<file path="config.mk">
export PLATFORM = sky130hd
export DESIGN_NAME = bsfx_exec
export DESIGN_NICKNAME = d
export VERILOG_FILES = /design/src/rtl/bsfx_pkg.sv /design/src/rtl/bsfx_exec.sv
export VERILOG_INCLUDE_DIRS = /design/src /design/src/rtl
export SDC_FILE = /design/constraint.sdc
export NUM_CORES = 1
export LEC_CHECK = 0
export BUFFER_PORTS_ARGS = -buffer_cell sky130_fd_sc_hd__buf_2
export CELL_PAD_IN_SITES_DETAIL_PLACEMENT = 1
export CELL_PAD_IN_SITES_GLOBAL_PLACEMENT = 1
export CORE_MARGIN = 3
export CORE_UTILIZATION = 45
export DETAILED_ROUTE_END_ITERATION = 8
export GPL_ROUTABILITY_DRIVEN = 0
export PLACE_DENSITY_LB_ADDON = 0.1
export SLEW_MARGIN = 30
export SYNTH_ARGS = -nofsm -noshare
export SYNTH_HDL_FRONTEND = slang
export SYNTH_SLANG_ARGS = --single-unit
</file>
<file path="constraint.sdc">
create_clock -name CLOCK -period 3.8 [get_ports CLOCK]
set_input_delay 0.19 -clock CLOCK [delete_from_list [all_inputs] [get_ports CLOCK]]
set_output_delay 0.19 -clock CLOCK [all_outputs]
set_load 0.01 [all_outputs]
</file>
<file path="src/rtl/bsfx_consts.svh">
// constants for the bit, shift and flag execution unit
`ifndef BSFX_CONSTS_SVH
`define BSFX_CONSTS_SVH

`define BSFX_FLAGS_RST  8'h00
`define BSFX_DATA_RST   8'h00
`define BSFX_CYC_SINGLE 2'h1
`define BSFX_CYC_IO_BIT 2'h2
`define BSFX_CYC_MEM    2'h2
`define BSFX_CYC_PMEM   2'h3
`define BSFX_CYC_SLEEP  2'h3
`define BSFX_BIT_ONE    8'h01

`endif

</file>
<file path="src/rtl/bsfx_pkg.sv">
// types for the bit, shift and flag execution unit
package bsfx_pkg;

   typedef enum logic [4:0] {
      OP_NOP,
      OP_SHIFT_LEFT_LOGICAL,
      OP_SHIFT_RIGHT_LOGICAL,
      OP_ROTATE_LEFT_CARRY,
      OP_ROTATE_RIGHT_CARRY,
      OP_SHIFT_RIGHT_ARITH,
      OP_IO_BIT_SET,
      OP_IO_BIT_CLEAR,
      OP_BIT_TO_TRANSFER_FLAG,
      OP_TRANSFER_FLAG_TO_BIT,
      OP_OVERFLOW_FLAG_SET,
      OP_OVERFLOW_FLAG_CLEAR,
      OP_HALF_CARRY_SET,
      OP_HALF_CARRY_CLEAR,
      OP_SIGN_FLAG_SET,
      OP_SIGN_FLAG_CLEAR,
      OP_SLEEP,
      OP_WATCHDOG_RESTART,
      OP_INDIRECT_LOAD,
      OP_INDIRECT_STORE,
      OP_PROGRAM_MEMORY_LOAD,
      OP_NIBBLE_SWAP
   } bsfx_op_t;

   typedef enum logic [1:0] {
      DEST_NONE,
      DEST_REG,
      DEST_IO,
      DEST_MEM
   } bsfx_dest_t;

   typedef enum logic {
      STATE_IDLE,
      STATE_BUSY
   } bsfx_state_t;

   typedef struct packed {
      bsfx_op_t   op;
      logic [7:0] opnd;
      logic [2:0] bitsel;
   } bsfx_req_t;

   typedef struct packed {
      bsfx_dest_t dest;
      logic [7:0] data;
   } bsfx_res_t;

   typedef struct packed {
      logic i;
      logic t;
      logic h;
      logic s;
      logic v;
      logic n;
      logic z;
      logic c;
   } bsfx_flags_t;

endpackage

</file>
<file path="src/rtl/bsfx_exec.sv">
// bit, shift, flag, sleep, watchdog and indirect transfer execution unit
`timescale 1ns/1ps
`include "bsfx_consts.svh"

module bsfx_exec (
   input  wire  logic                  CLOCK,
   input  wire  logic                  RST,
   input  wire  logic                  REQ_VALID,
   input  wire  bsfx_pkg::bsfx_req_t   REQ,
   output logic                        REQ_READY,
   output logic                        RES_VALID,
   output bsfx_pkg::bsfx_res_t         RES,
   output bsfx_pkg::bsfx_flags_t       STATUS_FLAGS,
   output logic                        MEM_RD,
   output logic                        MEM_WR,
   output logic                        PMEM_RD,
   output logic [7:0]                  MEM_WDATA,
   input  wire  logic [7:0]            MEM_RDATA,
   output logic                        SLEEP_ENTER,
   output logic                        WDOG_RESTART
);
   import bsfx_pkg::*;

   bsfx_state_t state_q,   state_d;
   logic [1:0]  cnt_q,     cnt_d;
   bsfx_op_t    op_q,      op_d;
   bsfx_res_t   res_q,     res_d;
   bsfx_flags_t flags_q,   flags_d;
   logic        valid_q,   valid_d;
   logic        mem_rd_q,  mem_rd_d;
   logic        mem_wr_q,  mem_wr_d;
   logic        pmem_rd_q, pmem_rd_d;
   logic [7:0]  wdata_q,   wdata_d;
   logic        sleep_q,   sleep_d;
   logic        wdog_q,    wdog_d;
   logic        accept;

   // zero, carry, negative, overflow and signed test after any shift or rotate
   function automatic bsfx_flags_t shift_flags(input bsfx_flags_t cur, input logic [7:0] r, input logic co);
      bsfx_flags_t f;
      f   = cur;
      f.c = co;
      f.n = r[7];
      f.z = (r == 8'h00);
      f.v = r[7] ^ co;
      f.s = r[7] ^ (r[7] ^ co);
      return f;
   endfunction

   assign REQ_READY = (state_q == STATE_IDLE);
   assign accept    = REQ_VALID && REQ_READY;

   always_comb begin
      logic [1:0] cyc;
      logic [7:0] a;
      logic [7:0] mask;
      cyc       = `BSFX_CYC_SINGLE;
      a         = REQ.opnd;
      mask      = `BSFX_BIT_ONE << REQ.bitsel;
      state_d   = state_q;
      cnt_d     = cnt_q;
      op_d      = op_q;
      res_d     = res_q;
      flags_d   = flags_q;
      valid_d   = 1'b0;
      mem_rd_d  = 1'b0;
      mem_wr_d  = 1'b0;
      pmem_rd_d = 1'b0;
      wdata_d   = wdata_q;
      sleep_d   = 1'b0;
      wdog_d    = 1'b0;
      if (state_q == STATE_BUSY) begin
         cnt_d = cnt_q - 2'h1;
         // read strobes stay up until the cycle that samples the byte
         mem_rd_d  = (op_q == OP_INDIRECT_LOAD) && (cnt_q > 2'h1);
         pmem_rd_d = (op_q == OP_PROGRAM_MEMORY_LOAD) && (cnt_q > 2'h1);
         if (cnt_q == 2'h1) begin
            state_d = STATE_IDLE;
            valid_d = 1'b1;
            if (op_q == OP_INDIRECT_LOAD || op_q == OP_PROGRAM_MEMORY_LOAD) begin
               res_d.data = MEM_RDATA;
            end
            sleep_d = (op_q == OP_SLEEP);
         end
      end else if (accept) begin
         op_d       = REQ.op;
         res_d.dest = DEST_NONE;
         case (REQ.op)
            OP_SHIFT_LEFT_LOGICAL: begin
               res_d  = '{DEST_REG, {a[6:0], 1'b0}};
               flags_d = shift_flags(flags_q, {a[6:0], 1'b0}, a[7]);
            end
            OP_SHIFT_RIGHT_LOGICAL: begin
               res_d  = '{DEST_REG, {1'b0, a[7:1]}};
               flags_d = shift_flags(flags_q, {1'b0, a[7:1]}, a[0]);
            end
            OP_ROTATE_LEFT_CARRY: begin
               res_d  = '{DEST_REG, {a[6:0], flags_q.c}};
               flags_d = shift_flags(flags_q, {a[6:0], flags_q.c}, a[7]);
            end
            OP_ROTATE_RIGHT_CARRY: begin
               res_d  = '{DEST_REG, {flags_q.c, a[7:1]}};
               flags_d = shift_flags(flags_q, {flags_q.c, a[7:1]}, a[0]);
            end
            OP_SHIFT_RIGHT_ARITH: begin
               res_d  = '{DEST_REG, {a[7], a[7:1]}};
               flags_d = shift_flags(flags_q, {a[7], a[7:1]}, a[0]);
            end
            OP_IO_BIT_SET: begin
               // opnd carries the current io register contents for read-modify-write
               res_d = '{DEST_IO, a | mask};
               cyc   = `BSFX_CYC_IO_BIT;
            end
            OP_IO_BIT_CLEAR: begin
               res_d = '{DEST_IO, a & ~mask};
               cyc   = `BSFX_CYC_IO_BIT;
            end
            OP_BIT_TO_TRANSFER_FLAG: flags_d.t = a[REQ.bitsel];
            OP_TRANSFER_FLAG_TO_BIT: res_d = '{DEST_REG, flags_q.t ? (a | mask) : (a & ~mask)};
            OP_OVERFLOW_FLAG_SET:    flags_d.v = 1'b1;
            OP_OVERFLOW_FLAG_CLEAR:  flags_d.v = 1'b0;
            OP_HALF_CARRY_SET:       flags_d.h = 1'b1;
            OP_HALF_CARRY_CLEAR:     flags_d.h = 1'b0;
            OP_SIGN_FLAG_SET:        flags_d.s = 1'b1;
            OP_SIGN_FLAG_CLEAR:      flags_d.s = 1'b0;
            OP_SLEEP:                cyc = `BSFX_CYC_SLEEP;
            OP_WATCHDOG_RESTART:     wdog_d = 1'b1;
            OP_INDIRECT_LOAD: begin
               res_d.dest = DEST_REG;
               mem_rd_d   = 1'b1;
               cyc        = `BSFX_CYC_MEM;
            end
            OP_INDIRECT_STORE: begin
               res_d    = '{DEST_MEM, a};
               mem_wr_d = 1'b1;
               wdata_d  = a;
               cyc      = `BSFX_CYC_MEM;
            end
            OP_PROGRAM_MEMORY_LOAD: begin
               res_d.dest = DEST_REG;
               pmem_rd_d  = 1'b1;
               cyc        = `BSFX_CYC_PMEM;
            end
            OP_NIBBLE_SWAP:          res_d = '{DEST_REG, {a[3:0], a[7:4]}};
            default:                 res_d.dest = DEST_NONE;
         endcase
         if (cyc == `BSFX_CYC_SINGLE) begin
            valid_d = 1'b1;
         end else begin
            // RES already shows the result, except load data that comes from MEM_RDATA at the end, but RES_VALID stays low until the last cycle of the instruction
            state_d = STATE_BUSY;
            cnt_d   = cyc - 2'h1;
         end
      end
   end

   always_ff @(posedge CLOCK or posedge RST) begin
      if (RST) begin
         state_q   <= STATE_IDLE;
         cnt_q     <= 2'h0;
         op_q      <= OP_NOP;
         res_q     <= '{DEST_NONE, `BSFX_DATA_RST};
         flags_q   <= `BSFX_FLAGS_RST;
         valid_q   <= 1'b0;
         mem_rd_q  <= 1'b0;
         mem_wr_q  <= 1'b0;
         pmem_rd_q <= 1'b0;
         wdata_q   <= `BSFX_DATA_RST;
         sleep_q   <= 1'b0;
         wdog_q    <= 1'b0;
      end else begin
         state_q   <= state_d;
         cnt_q     <= cnt_d;
         op_q      <= op_d;
         res_q     <= res_d;
         flags_q   <= flags_d;
         valid_q   <= valid_d;
         mem_rd_q  <= mem_rd_d;
         mem_wr_q  <= mem_wr_d;
         pmem_rd_q <= pmem_rd_d;
         wdata_q   <= wdata_d;
         sleep_q   <= sleep_d;
         wdog_q    <= wdog_d;
      end
   end

   assign RES_VALID    = valid_q;
   assign RES          = res_q;
   assign STATUS_FLAGS = flags_q;
   assign MEM_RD       = mem_rd_q;
   assign MEM_WR       = mem_wr_q;
   assign PMEM_RD      = pmem_rd_q;
   assign MEM_WDATA    = wdata_q;
   assign SLEEP_ENTER  = sleep_q;
   assign WDOG_RESTART = wdog_q;

   // checks
   logic sel_bit;
   assign sel_bit = REQ.opnd[REQ.bitsel];
endmodule

</file>
==> results.md, run 1 <==
- Antenna Diode Count: 0
- Top post-synthesis cells by count: dfrtp_1, nand2_1, o21ai_0
- Crit Path Max Fanout: 15
- CP Data Required Time: 3.98 ns
- Slew margin rel.: 54.44%
- Clock Sinks: 39
- Class of the worst hold path: in -> async
- H-tree depth: 2
- Worst Tran Pin Value: 0.6788 ns
- Layout Skew: about 0.010 ns
- Core Area: 0.006131 sq mm
- Fmax achieved: between 0.4 and 0.5 GHz
- Ports: 60
- Final Power: 0.001718 W
- Fin. max-slew vios: 0
- Dpl cell area: around 0.0032 sq mm
- Clk pin slew, worst setup/hold paths: 0.09 ns
- Largest area contributor in the netlist: dfrtp_1
- Number of setup buffers added after CTS: 0
- Layout Utilization: 53.45%
- Reg2Reg Depth: 4
- Synth warnings: 0
- Synth Cell Area: 0.002938 sq mm
- First-pass GRT wire length: 15440 um
- Input/output buffers: 58
- Status: finished, final reports clean
- Max clock buf depth: 2
- Avg WL per Cell: between 20 and 25 um
- Die width: 86.80 um
- Crit path DAT: around 2.6 ns
- Post-layout minimum cycle time: 2.407 ns
- Post-route cell area: around 0.0033 sq mm
- Number of global-route vias before repair: slightly below 3k
- Unrepaired setup endpoints after global routing: false
- Final ANT Viol Nets: 0
- Resize count post-CTS: 0
- Syn Area/Cell: 8.666 sq um
- Vias per inst: approximately 6.5
- Leakage: 1.445 nW
- Sequential fraction of the synthesis area: approximately 33%
- Worst setup path class: reg -> reg
- Post-route DRC: 0
- DIE AREA: 0.007534 sq mm
- P&R area growth vs syn: 11.54%
- GRT Util Overall: 26.19%
- Via count: slightly below 3k
- Setup-failing EPs final: 0
- Period utilization: 63.33%
- Post-DP HPWL: 6786 um
- Initial antenna violation count: 0
- Power Density: 524.4 mW/mm^2
- Hold buffers post-CTS: 0
- Ys flop type: dfrtp_1
- #FFs+latches synth: 39
- TritonCTS clock tree: done
- CP startpoint kind: register
- Row count: 28
- Synth top area share: ~33%
- Post-synth cell types: 75
- Synth Instances: 339
- Largest net degree at the start of global routing: 40
- Max VDD drop: 340.5 uV
- Max-capacitance violation count: 0
- Area contributors post-synth: dfrtp_1, nand2_1, mux2_2
- Total CTS buffers: 5
- Async set-reset flop share out of synthesis: 100.0%
- Gr ovfl total: 0
- Setup TNS: 0 ns
- DRT iter0 DRCs: 323
- Top-count cell post-synth: dfrtp_1
- Final hold vios: 0
- Routed wire length: 9400 um
- EDFF count, synth: 0
- Worst-Skew Late Latency: 0.30 ns
- DRT Pass-1 Iters: 5
- Initial Utilization: a little under half
- Root buf cell: clkbuf_8
- Hold Slack: 0.005448 ns
- Crit end category: register
- Syn_nets: approximately 370
- Die height: 86.80 um
- Nets@finish: about 410
- Share of layout cells above drive strength 1: 25.73%
worst max-delay path, cell delays in order, from the launching register on:
cell and delay [ns]:
dfrtp_1 0.55, inv_1 0.38, nand2_1 0.43, nor2_2 0.52, mux2_2 0.40
flip-flops by register name, summed over array words and instances (netlist names):
register,flops
RES,10
MEM_WDATA,8
STATUS_FLAGS,7
op_q,5
cnt_q,2
MEM_RD,1
MEM_WR,1
PMEM_RD,1
RES_VALID,1
SLEEP_ENTER,1
WDOG_RESTART,1
state_q,1
final cells by class:
class	count	area, sq um
Multi-Input combinational cell	258	1743
Sequential cell	39	975.9
Clock inverter	2	35.03
Tap cell	75	93.84
Clock buffer	6	82.58
Fill cell	776	2854
Inverter	13	48.80
Timing Repair Buffer	59	297.8
cells by family (layout without fill, tap and decap cells):
family                   after synthesis  after routing  share of synthesized area (%)
other                                  1              1                         0.1276
buffers and inverters                 42             80                          7.453
XOR/XNOR                               7              7                          2.087
AO/OA/AOI/OAI                         96             96                          23.89
multiplexers                          21             21                          8.433
flip-flops                            39             39                          33.22
AND/OR/NAND/NOR                      131            131                          23.94
adder cells (fa/ha/maj)                2              2                         0.8517
final timing paths:
| check | startpoint | endpoint | slack (ns) |
|---|---|---|---|
| min in group CLOCK | REQ_VALID | state_q | 0.21 |
| hold reg to reg | RES[3] | RES[3] | 0.49 |
| setup reg to reg | state_q | MEM_WDATA[2] | 1.39 |
| hold / removal | RST | RES[0] | 0.005 |
| setup / recovery | state_q | MEM_WDATA[2] | 1.39 |
| max in group asynchronous | RST | STATUS_FLAGS[5] | 3.43 |
layer usage:
metal / up-vias / GRT usage, % / routed length (um)
met3: 14 / 3.517 / 586
met2: 134 / 42.17 / 4499
met1: 1435 / 36.22 / 4118
met5: - / 0 / 0
met4: 0 / 8.499 / 195
li1: 1339 / - / -
power breakdown:
group | switching [W] | total (W) | internal, W
Sequential | 0.000113 | 0.000665 | 0.000551
Clock | 0.000155 | 0.000368 | 0.000213
Combinational | 0.000404 | 0.000686 | 0.000282
Total | 0.000672 | 0.00172 | 0.00105
stage by stage:
step / std cells / setup slack, ns
finish: 452 / 1.393
global route: 452 / 1.168
CTS: 452 / 1.373
detailed placement: 444 / 1.387
global placement: 444 / 1.422
floorplan: 339 / 1.887
cell usage in the layout, fill, tap and decap left out, types with 3 or more instances in the layout:
cell	instances
buf_2	58
xnor2_1	3
nand2_1	36
nor3_1	12
nand2b_1	8
o22ai_1	5
inv_1	11
nor4_1	4
nor2b_1	6
xor2_1	4
a41oi_1	3
a22o_1	3
nand3b_1	5
nor2_1	18
nor3b_1	5
a21oi_1	10
a22oi_1	3
mux2_2	10
o221ai_1	3
a2111oi_0	5
a211oi_1	3
a32oi_1	3
and3_1	4
dfrtp_1	39
nand3_1	11
or2_2	3
a31oi_1	11
o21ai_0	21
clkbuf_8	6
mux2i_1	9
No activity file was read; power rests on OpenSTA's default activity.
==> run 2: changes to the inputs <==
--- a/config.mk
+++ b/config.mk
@@ -10,7 +10,7 @@
 export CELL_PAD_IN_SITES_DETAIL_PLACEMENT = 1
 export CELL_PAD_IN_SITES_GLOBAL_PLACEMENT = 1
 export CORE_MARGIN = 3
-export CORE_UTILIZATION = 45
+export CORE_UTILIZATION = 41
 export DETAILED_ROUTE_END_ITERATION = 8
 export GPL_ROUTABILITY_DRIVEN = 0
 export PLACE_DENSITY_LB_ADDON = 0.1
==> constraint.sdc (replaced) <==
create_clock -name CLOCK -period 2.5 [get_ports CLOCK]
set_input_delay 0.125 -clock CLOCK [delete_from_list [all_inputs] [get_ports CLOCK]]
set_output_delay 0.125 -clock CLOCK [all_outputs]
set_load 0.01 [all_outputs]
==> run 2 against run 1 <==
  * First-iteration DRC count is 29% lower
  * Sequential cell count stayed put
  * Combinational power is 63% higher
  * Total power is 56% higher
  * Setup slack worse by 0.93 ns
  * Core utilization is 3.8 points lower
  * Maximum frequency is 18% higher
  * Clock skew hardly changed
  * Die area is 9.1% higher
  * Clock power is 59% higher
  * Register-to-register slack worse by 0.93 ns
  * Final cell count is 7.5% higher
  * Critical path type unchanged
  * Largest cell class unchanged
  * Largest power group unchanged
==> results.md, run 2 (synthesis results as in run 1) <==
- Avg WL per Cell: 19.48 um
- Share of layout cells above drive strength 1: roughly 28%
- Clk pin slew, worst setup/hold paths: 0.09 ns
- Antenna Diode Count: 0
- Post-DP HPWL: 6907 um
- Setup-failing EPs final: 0
- Gr ovfl total: 0
- Met2 global-route usage: 38.67%
- Fin. max-slew vios: 0
- TritonCTS clock tree: done
- First-pass GRT wire length: 15390 um
- Crit end category: register
- CP startpoint kind: register
- Power Density: 787.9 mW/mm^2
- Max VDD drop: 307.1 uV
- Non-filler cells, final: between 400 and 500
- H-tree depth: 2
- Die height: 90.65 um
- Nets@finish: 418
- Die width: 90.65 um
- Leakage: ~1.5 nW
- Status: finished, final reports clean
- Most common cell after layout, fill and taps aside: buf_2
- Final ANT Viol Nets: 0
- Worst setup path class: reg -> reg
- Cell count after placement: between 400 and 500
- Post-route DRC: 0
- Fmax achieved: about 0.49 GHz
- Resize count post-CTS: 0
- Core Area: 0.006869 sq mm
- Layout Skew: 0.01055 ns
- Class of the worst hold path: in -> reg
- Slew margin rel.: 50.58%
- Unrepaired setup endpoints after global routing: false
- Crit path DAT: 2.22 ns
- Vias per inst: 6.004
- P&R area growth vs syn: 15.97%
- DIE AREA: 0.008217 sq mm
- Met1 GRT Util: 31.78%
- Input/output buffers: between 50 and 60
- Period utilization: about four fifths
- Most frequent cells in the layout: buf_2, dfrtp_1, nand2_1
- Root buf cell: clkbuf_8
- Setup TNS: 0 ns
- Initial antenna violation count: 0
- Total CTS buffers: 5
- DRT Pass-1 Iters: 5
- Final hold vios: 0
- Post-layout minimum cycle time: 2.042 ns
- Row count: 30
- Max clock buf depth: 2
- Number of setup buffers added after CTS: 0
- Number of global-route vias before repair: 2896
- Crit Path Max Fanout: 10
- GRT Util Overall: 23.28%
- Worst-Skew Late Latency: 0.30 ns
- Worst Tran Pin Value: 0.7363 ns
- Max-capacitance violation count: 0
- Number of flip-flops in the largest register: 10
- Largest net degree at the start of global routing: 40
- Via count: a little under 3k
- DRT iter0 DRCs: 228
- Grt met3 use: under 10%
- Hold buffers post-CTS: 1
- CP Data Required Time: 2.68 ns
- GR peak layer: met2
- Ports: 60
- Initial Utilization: 42.77%
- Routed wire length: 9468 um
- Clock Sinks: 39
## run 2: cell count changes in the layout (fill, tap and decap cells not counted)
cell,before,now
inv_6,0,1
buf_4,1,13
clkinv_2,1,0
dlygate4sd3_1,0,1
## run 2: where the power goes
group	leakage [nW]	switching (W)	internal, W
logic	0.948	0.000647	0.000470
clock network	0.0618	0.000255	0.000329
registers	0.495	0.000146	0.000838
total	1.50	0.00105	0.00164
## run 2: worst max-delay path, cell delays in order (launching register included)
cell,delay [ns]
dfrtp_1,0.38
or3b_4,0.41
or3_4,0.41
a22o_1,0.33
a221oi_2,0.31
a22oi_1,0.09
## run 2: final timing paths
kind                              start               to  slack [ns]  depth (start not counted)
setup / recovery                op_q[0]           RES[2]        0.46                          5
max in group asynchronous           RST  STATUS_FLAGS[3]        1.61                          4
setup reg to reg                op_q[0]           RES[2]        0.46                          5
hold reg to reg                  RES[9]           RES[9]        0.48                          2
hold / removal             MEM_RDATA[3]           RES[3]        0.16                          3
min in group asynchronous           RST           RES[7]        0.54                          4
## run 2: metal layers
layer / up-vias / share of wire, % / wire (um)
met3: 9 / 6.1 / 577
met1: 1443 / 45 / 4271
met5: - / 0 / 0
met4: 0 / 0.99 / 94
li1: 1360 / - / -
met2: 106 / 48 / 4524
## run 2: area by class of cell
type	instances	area, sq um
inverters	13	48.80
clock buffers	6	82.58
multi-input cells	258	1743
flip-flops and latches	39	975.9
clock inverters	2	38.79
well taps	96	120.1
repair buffers	72	397.9
fillers	853	3462
## run 2: through the flow
step,worst slack [ns],hold WS [ns],power [W],instance area [sq um],util (%)
floorplan,0.5866,0.2719,0.001736,2938,-
global placement,0.4111,0.2782,0.002079,3276,47.69
detailed placement,0.3780,0.2959,0.002114,3276,47.69
CTS,0.4623,0.1653,0.002701,3407,49.60
global route,0.3444,0.1887,0.002877,3407,49.60
finish,0.4583,0.1643,0.002685,3407,49.60
==> run 3: changes to the inputs <==
--- a/config.mk
+++ b/config.mk
@@ -6,11 +6,12 @@
 export SDC_FILE = /design/constraint.sdc
 export NUM_CORES = 1
 export LEC_CHECK = 0
+export ABC_AREA = 1
 export BUFFER_PORTS_ARGS = -buffer_cell sky130_fd_sc_hd__buf_2
 export CELL_PAD_IN_SITES_DETAIL_PLACEMENT = 1
 export CELL_PAD_IN_SITES_GLOBAL_PLACEMENT = 1
 export CORE_MARGIN = 3
-export CORE_UTILIZATION = 41
+export CORE_UTILIZATION = 35
 export DETAILED_ROUTE_END_ITERATION = 8
 export GPL_ROUTABILITY_DRIVEN = 0
 export PLACE_DENSITY_LB_ADDON = 0.1
==> constraint.sdc (replaced) <==
create_clock -name CLOCK -period 1.8 [get_ports CLOCK]
set_input_delay 0.09 -clock CLOCK [delete_from_list [all_inputs] [get_ports CLOCK]]
set_output_delay 0.09 -clock CLOCK [all_outputs]
set_load 0.01 [all_outputs]
==> run 3 against run 2 <==
  * Register-to-register slack worse by 0.24 ns
  * Sequential power rose by 31%
  * Global-route usage down 0.36 points
  * Worst hold slack worse by 0.10 ns
  * Routed wire length increased by 7.2%
  * Synthesized area fell by 3.0%
  * Synthesized cell count grew 29%
  * Total power grew 21%
  * Combinational power about the same
  * First-iteration DRC count down 27%
  * Sequential share of layout area is 0.17 points higher
  * Non-clock buffer count fell by 3
  * Critical endpoint is now RES[5]
  * Largest power group is now registers
  * Highest routed layer is now met5
==> results.md, run 3 <==
- Initial Utilization: 36.51%
- CP dominant cell by count: nand2_1
- TritonCTS clock tree: done
- Post-layout minimum cycle time: 1.577 ns
- Clock Sinks: 39
- Hold Slack: 0.06185 ns
- Reg2Reg Depth: 10
- Leakage: approximately 1.8 nW
- CP startpoint kind: register
- Sequential fraction of the synthesis area: 34.24%
- DRT Pass-1 Iters: 5
- Synth warnings: 0
- DIE AREA: 0.009262 sq mm
- Worst R2R Setup Slack: 0.22 ns
- Crit path DAT: 1.82 ns
- Root buf cell: clkbuf_8
- Die height: 96.24 um
- GRT Util Overall: 22.92%
- Antenna Diode Count: 0
- Nets@finish: 530
- Largest area contributor in the netlist: dfrtp_1
- Worst setup path class: reg -> reg
- Synth top area share: 34.24%
- First-pass GRT wire length: 16320 um
- Core Area: 0.007807 sq mm
- Gr ovfl total: 0
- #FFs+latches synth: 39
- Layout Skew: 0.005564 ns
- Async set-reset flop share out of synthesis: 100.0%
- Row count: 32
- Final ANT Viol Nets: 0
- Top-count cell post-synth: nand2_1
- Fillcell total: 1055
- Unrepaired setup endpoints after global routing: false
- Max-capacitance violation count: 0
- Worst path depth: 10
- DRT iter0 DRCs: 167
- Initial antenna violation count: 1
- Clk pin slew, worst setup/hold paths: 0.09 ns
- Crit path max-delay family: simple AND/OR/NAND/NOR gates
- Final Power: between 0.003 and 0.004 W
- Number of global-route vias before repair: 3102
- Input/output buffers: a little under 60
- Most frequent cells in the layout: nand2_1, nor2_1, buf_2
- Critical path buffer and inverter count: 2
- Crit Path Max Fanout: 15
- Routed wire length: between 10000 and 15000 um
- Max clock buf depth: 2
- Slew margin rel.: 64.37%
- Power Density: 954.1 mW/mm^2
- Worst-Skew Late Latency: 0.30 ns
- Largest net degree at the start of global routing: 40
- Top post-synthesis cells by count: nand2_1, nor2_1, dfrtp_1, inv_1, nand3_1
- Total CTS buffers: 5
- Class of the worst hold path: in -> reg
- Share of layout cells above drive strength 1: 21.91%
- Setup TNS: 0 ns
- Syn_nets: 468
- Launching point of the worst reg2reg path: cnt_q[1]
- Status: finished, final reports clean
- Avg WL per Cell: 16.81 um
- R2r endpoint: RES[5]
- Crit end category: register
- Period utilization: 87.62%
- Fmax achieved: 0.6341 GHz
- Post-route DRC: 0
- Fin. max-slew vios: 0
- Ys flop type: dfrtp_1
- Via count: roughly 3.2k
- P&R area growth vs syn: 18.96%
- Synth Instances: 439
- Critical Path Source: cnt_q[1]
- Final hold vios: 0
- Ports: 60
- Synth Cell Area: around 0.0029 sq mm
- Max VDD drop: 419.1 uV
- Post-DP HPWL: 7805 um
- Number of setup buffers added after CTS: 0
- Setup-failing EPs final: 0
- Number of flip-flops in the largest register: 10
- CP Data Required Time: around 2 ns
- Cell chain of the critical path: inv_1 -> ha_1 -> nand2_1 -> nand2_1 -> nand2_1 -> inv_1 -> nand2_2 -> a21oi_1 -> nand2_1 -> nand2_1
- Die width: 96.24 um
- CP endpoint: RES[5]
- Post-synth cell types: 34
- Area contributors post-synth: dfrtp_1, nand2_1, nor2_1
- Most common cell after layout, fill and taps aside: nand2_1
- EDFF count, synth: 0
- Crit-path max cell delay: 0.40 ns
- Vias per inst: roughly 5.2
- H-tree depth: 2
- CP max stage cell: dfrtp_1
- Syn Area/Cell: 6.493 sq um
- Worst Tran Pin Value: approximately 0.53 ns
==> run 3: metrics by stage <==
stage | utilization [%] | cell area [sq um] | setup WS, ns | std cells
6_report | 43.43 | 3391 | 0.2229 | 604
5_1_grt | 43.43 | 3391 | 0.03131 | 604
4_1_cts | 43.41 | 3390 | 0.1294 | 604
3_5_place_dp | 41.81 | 3264 | 0.1476 | 595
3_3_place_gp | 41.81 | 3264 | 0.1646 | 595
2_1_floorplan | - | 2850 | 0.4115 | 439
==> run 3: cells by family (layout without fill, tap and decap cells) <==
| family | count (synthesis) | count (layout) | synth area share [%] |
|---|---|---|---|
| and+or+nand+nor | 268 | 268 | 42.14 |
| adders and majority gates | 2 | 2 | 0.8778 |
| AOI/OAI and AO/OA | 67 | 67 | 12.99 |
| xor gates and xnor gates | 3 | 3 | 0.9220 |
| other | 1 | 1 | 0.1316 |
| buffers and inverters | 59 | 122 | 8.692 |
| DFF | 39 | 39 | 34.24 |
==> run 3: how the worst min path moves through the flow <==
stage	from	to	depth (start not counted)
3_5_place_dp	RST	MEM_WDATA[4]	3
5_1_grt	REQ[13]	WDOG_RESTART	2
3_3_place_gp	RST	RES[7]	3
4_1_cts	REQ[13]	WDOG_RESTART	2
6_report	REQ[11]	STATUS_FLAGS[5]	2
2_1_floorplan	REQ[13]	WDOG_RESTART	1
==> run 3: where the power goes <==
part	switching, W	internal [W]	leakage, nW	total [W]
clock network	0.000372	0.000418	0.0548	0.000791
logic	0.000723	0.000429	1.26	0.00115
registers	0.000172	0.00112	0.495	0.00129
==> run 3: area by class of cell <==
cell class | instances | area (sq um) | area share (%)
multi-input cells | 341 | 1627 | 47.97
repair buffers | 69 | 375.4 | 11.07
clock inverters | 3 | 46.29 | 1.365
flip-flops and latches | 39 | 977.2 | 28.82
clock buffers | 5 | 68.82 | 2.030
inverters | 45 | 168.9 | 4.982
well taps | 102 | 127.6 | 3.764
==> run 3: metal layers <==
metal	vias up	wire, um	part of all wire (%)	GRT usage [%]
li1	1543	-	-	-
met1	1498	4780	47	32.28
met2	97	4674	46	36.40
met3	12	586	5.8	4.144
met4	2	102	1.0	5.095
met5	-	11	0.11	0
==> run 3: what timing repair did <==
| action | 4_1_cts | 5_1_grt |
|---|---|---|
| endpoints found under the hold margin | 39 | 0 |
| endpoints found under the setup margin | 0 | 5 |
| gates resized for setup | 0 | 2 |
| hold buffers | 1 | 0 |
==> run 3: worst reg2reg max path, cell delays in order, from the launching register on <==
cell     delay (ns)
dfrtp_1        0.40
inv_1          0.06
ha_1           0.18
nand2_1        0.12
nand2_1        0.10
nand2_1        0.05
inv_1          0.08
nand2_2        0.20
a21oi_1        0.19
nand2_1        0.08
nand2_1        0.05
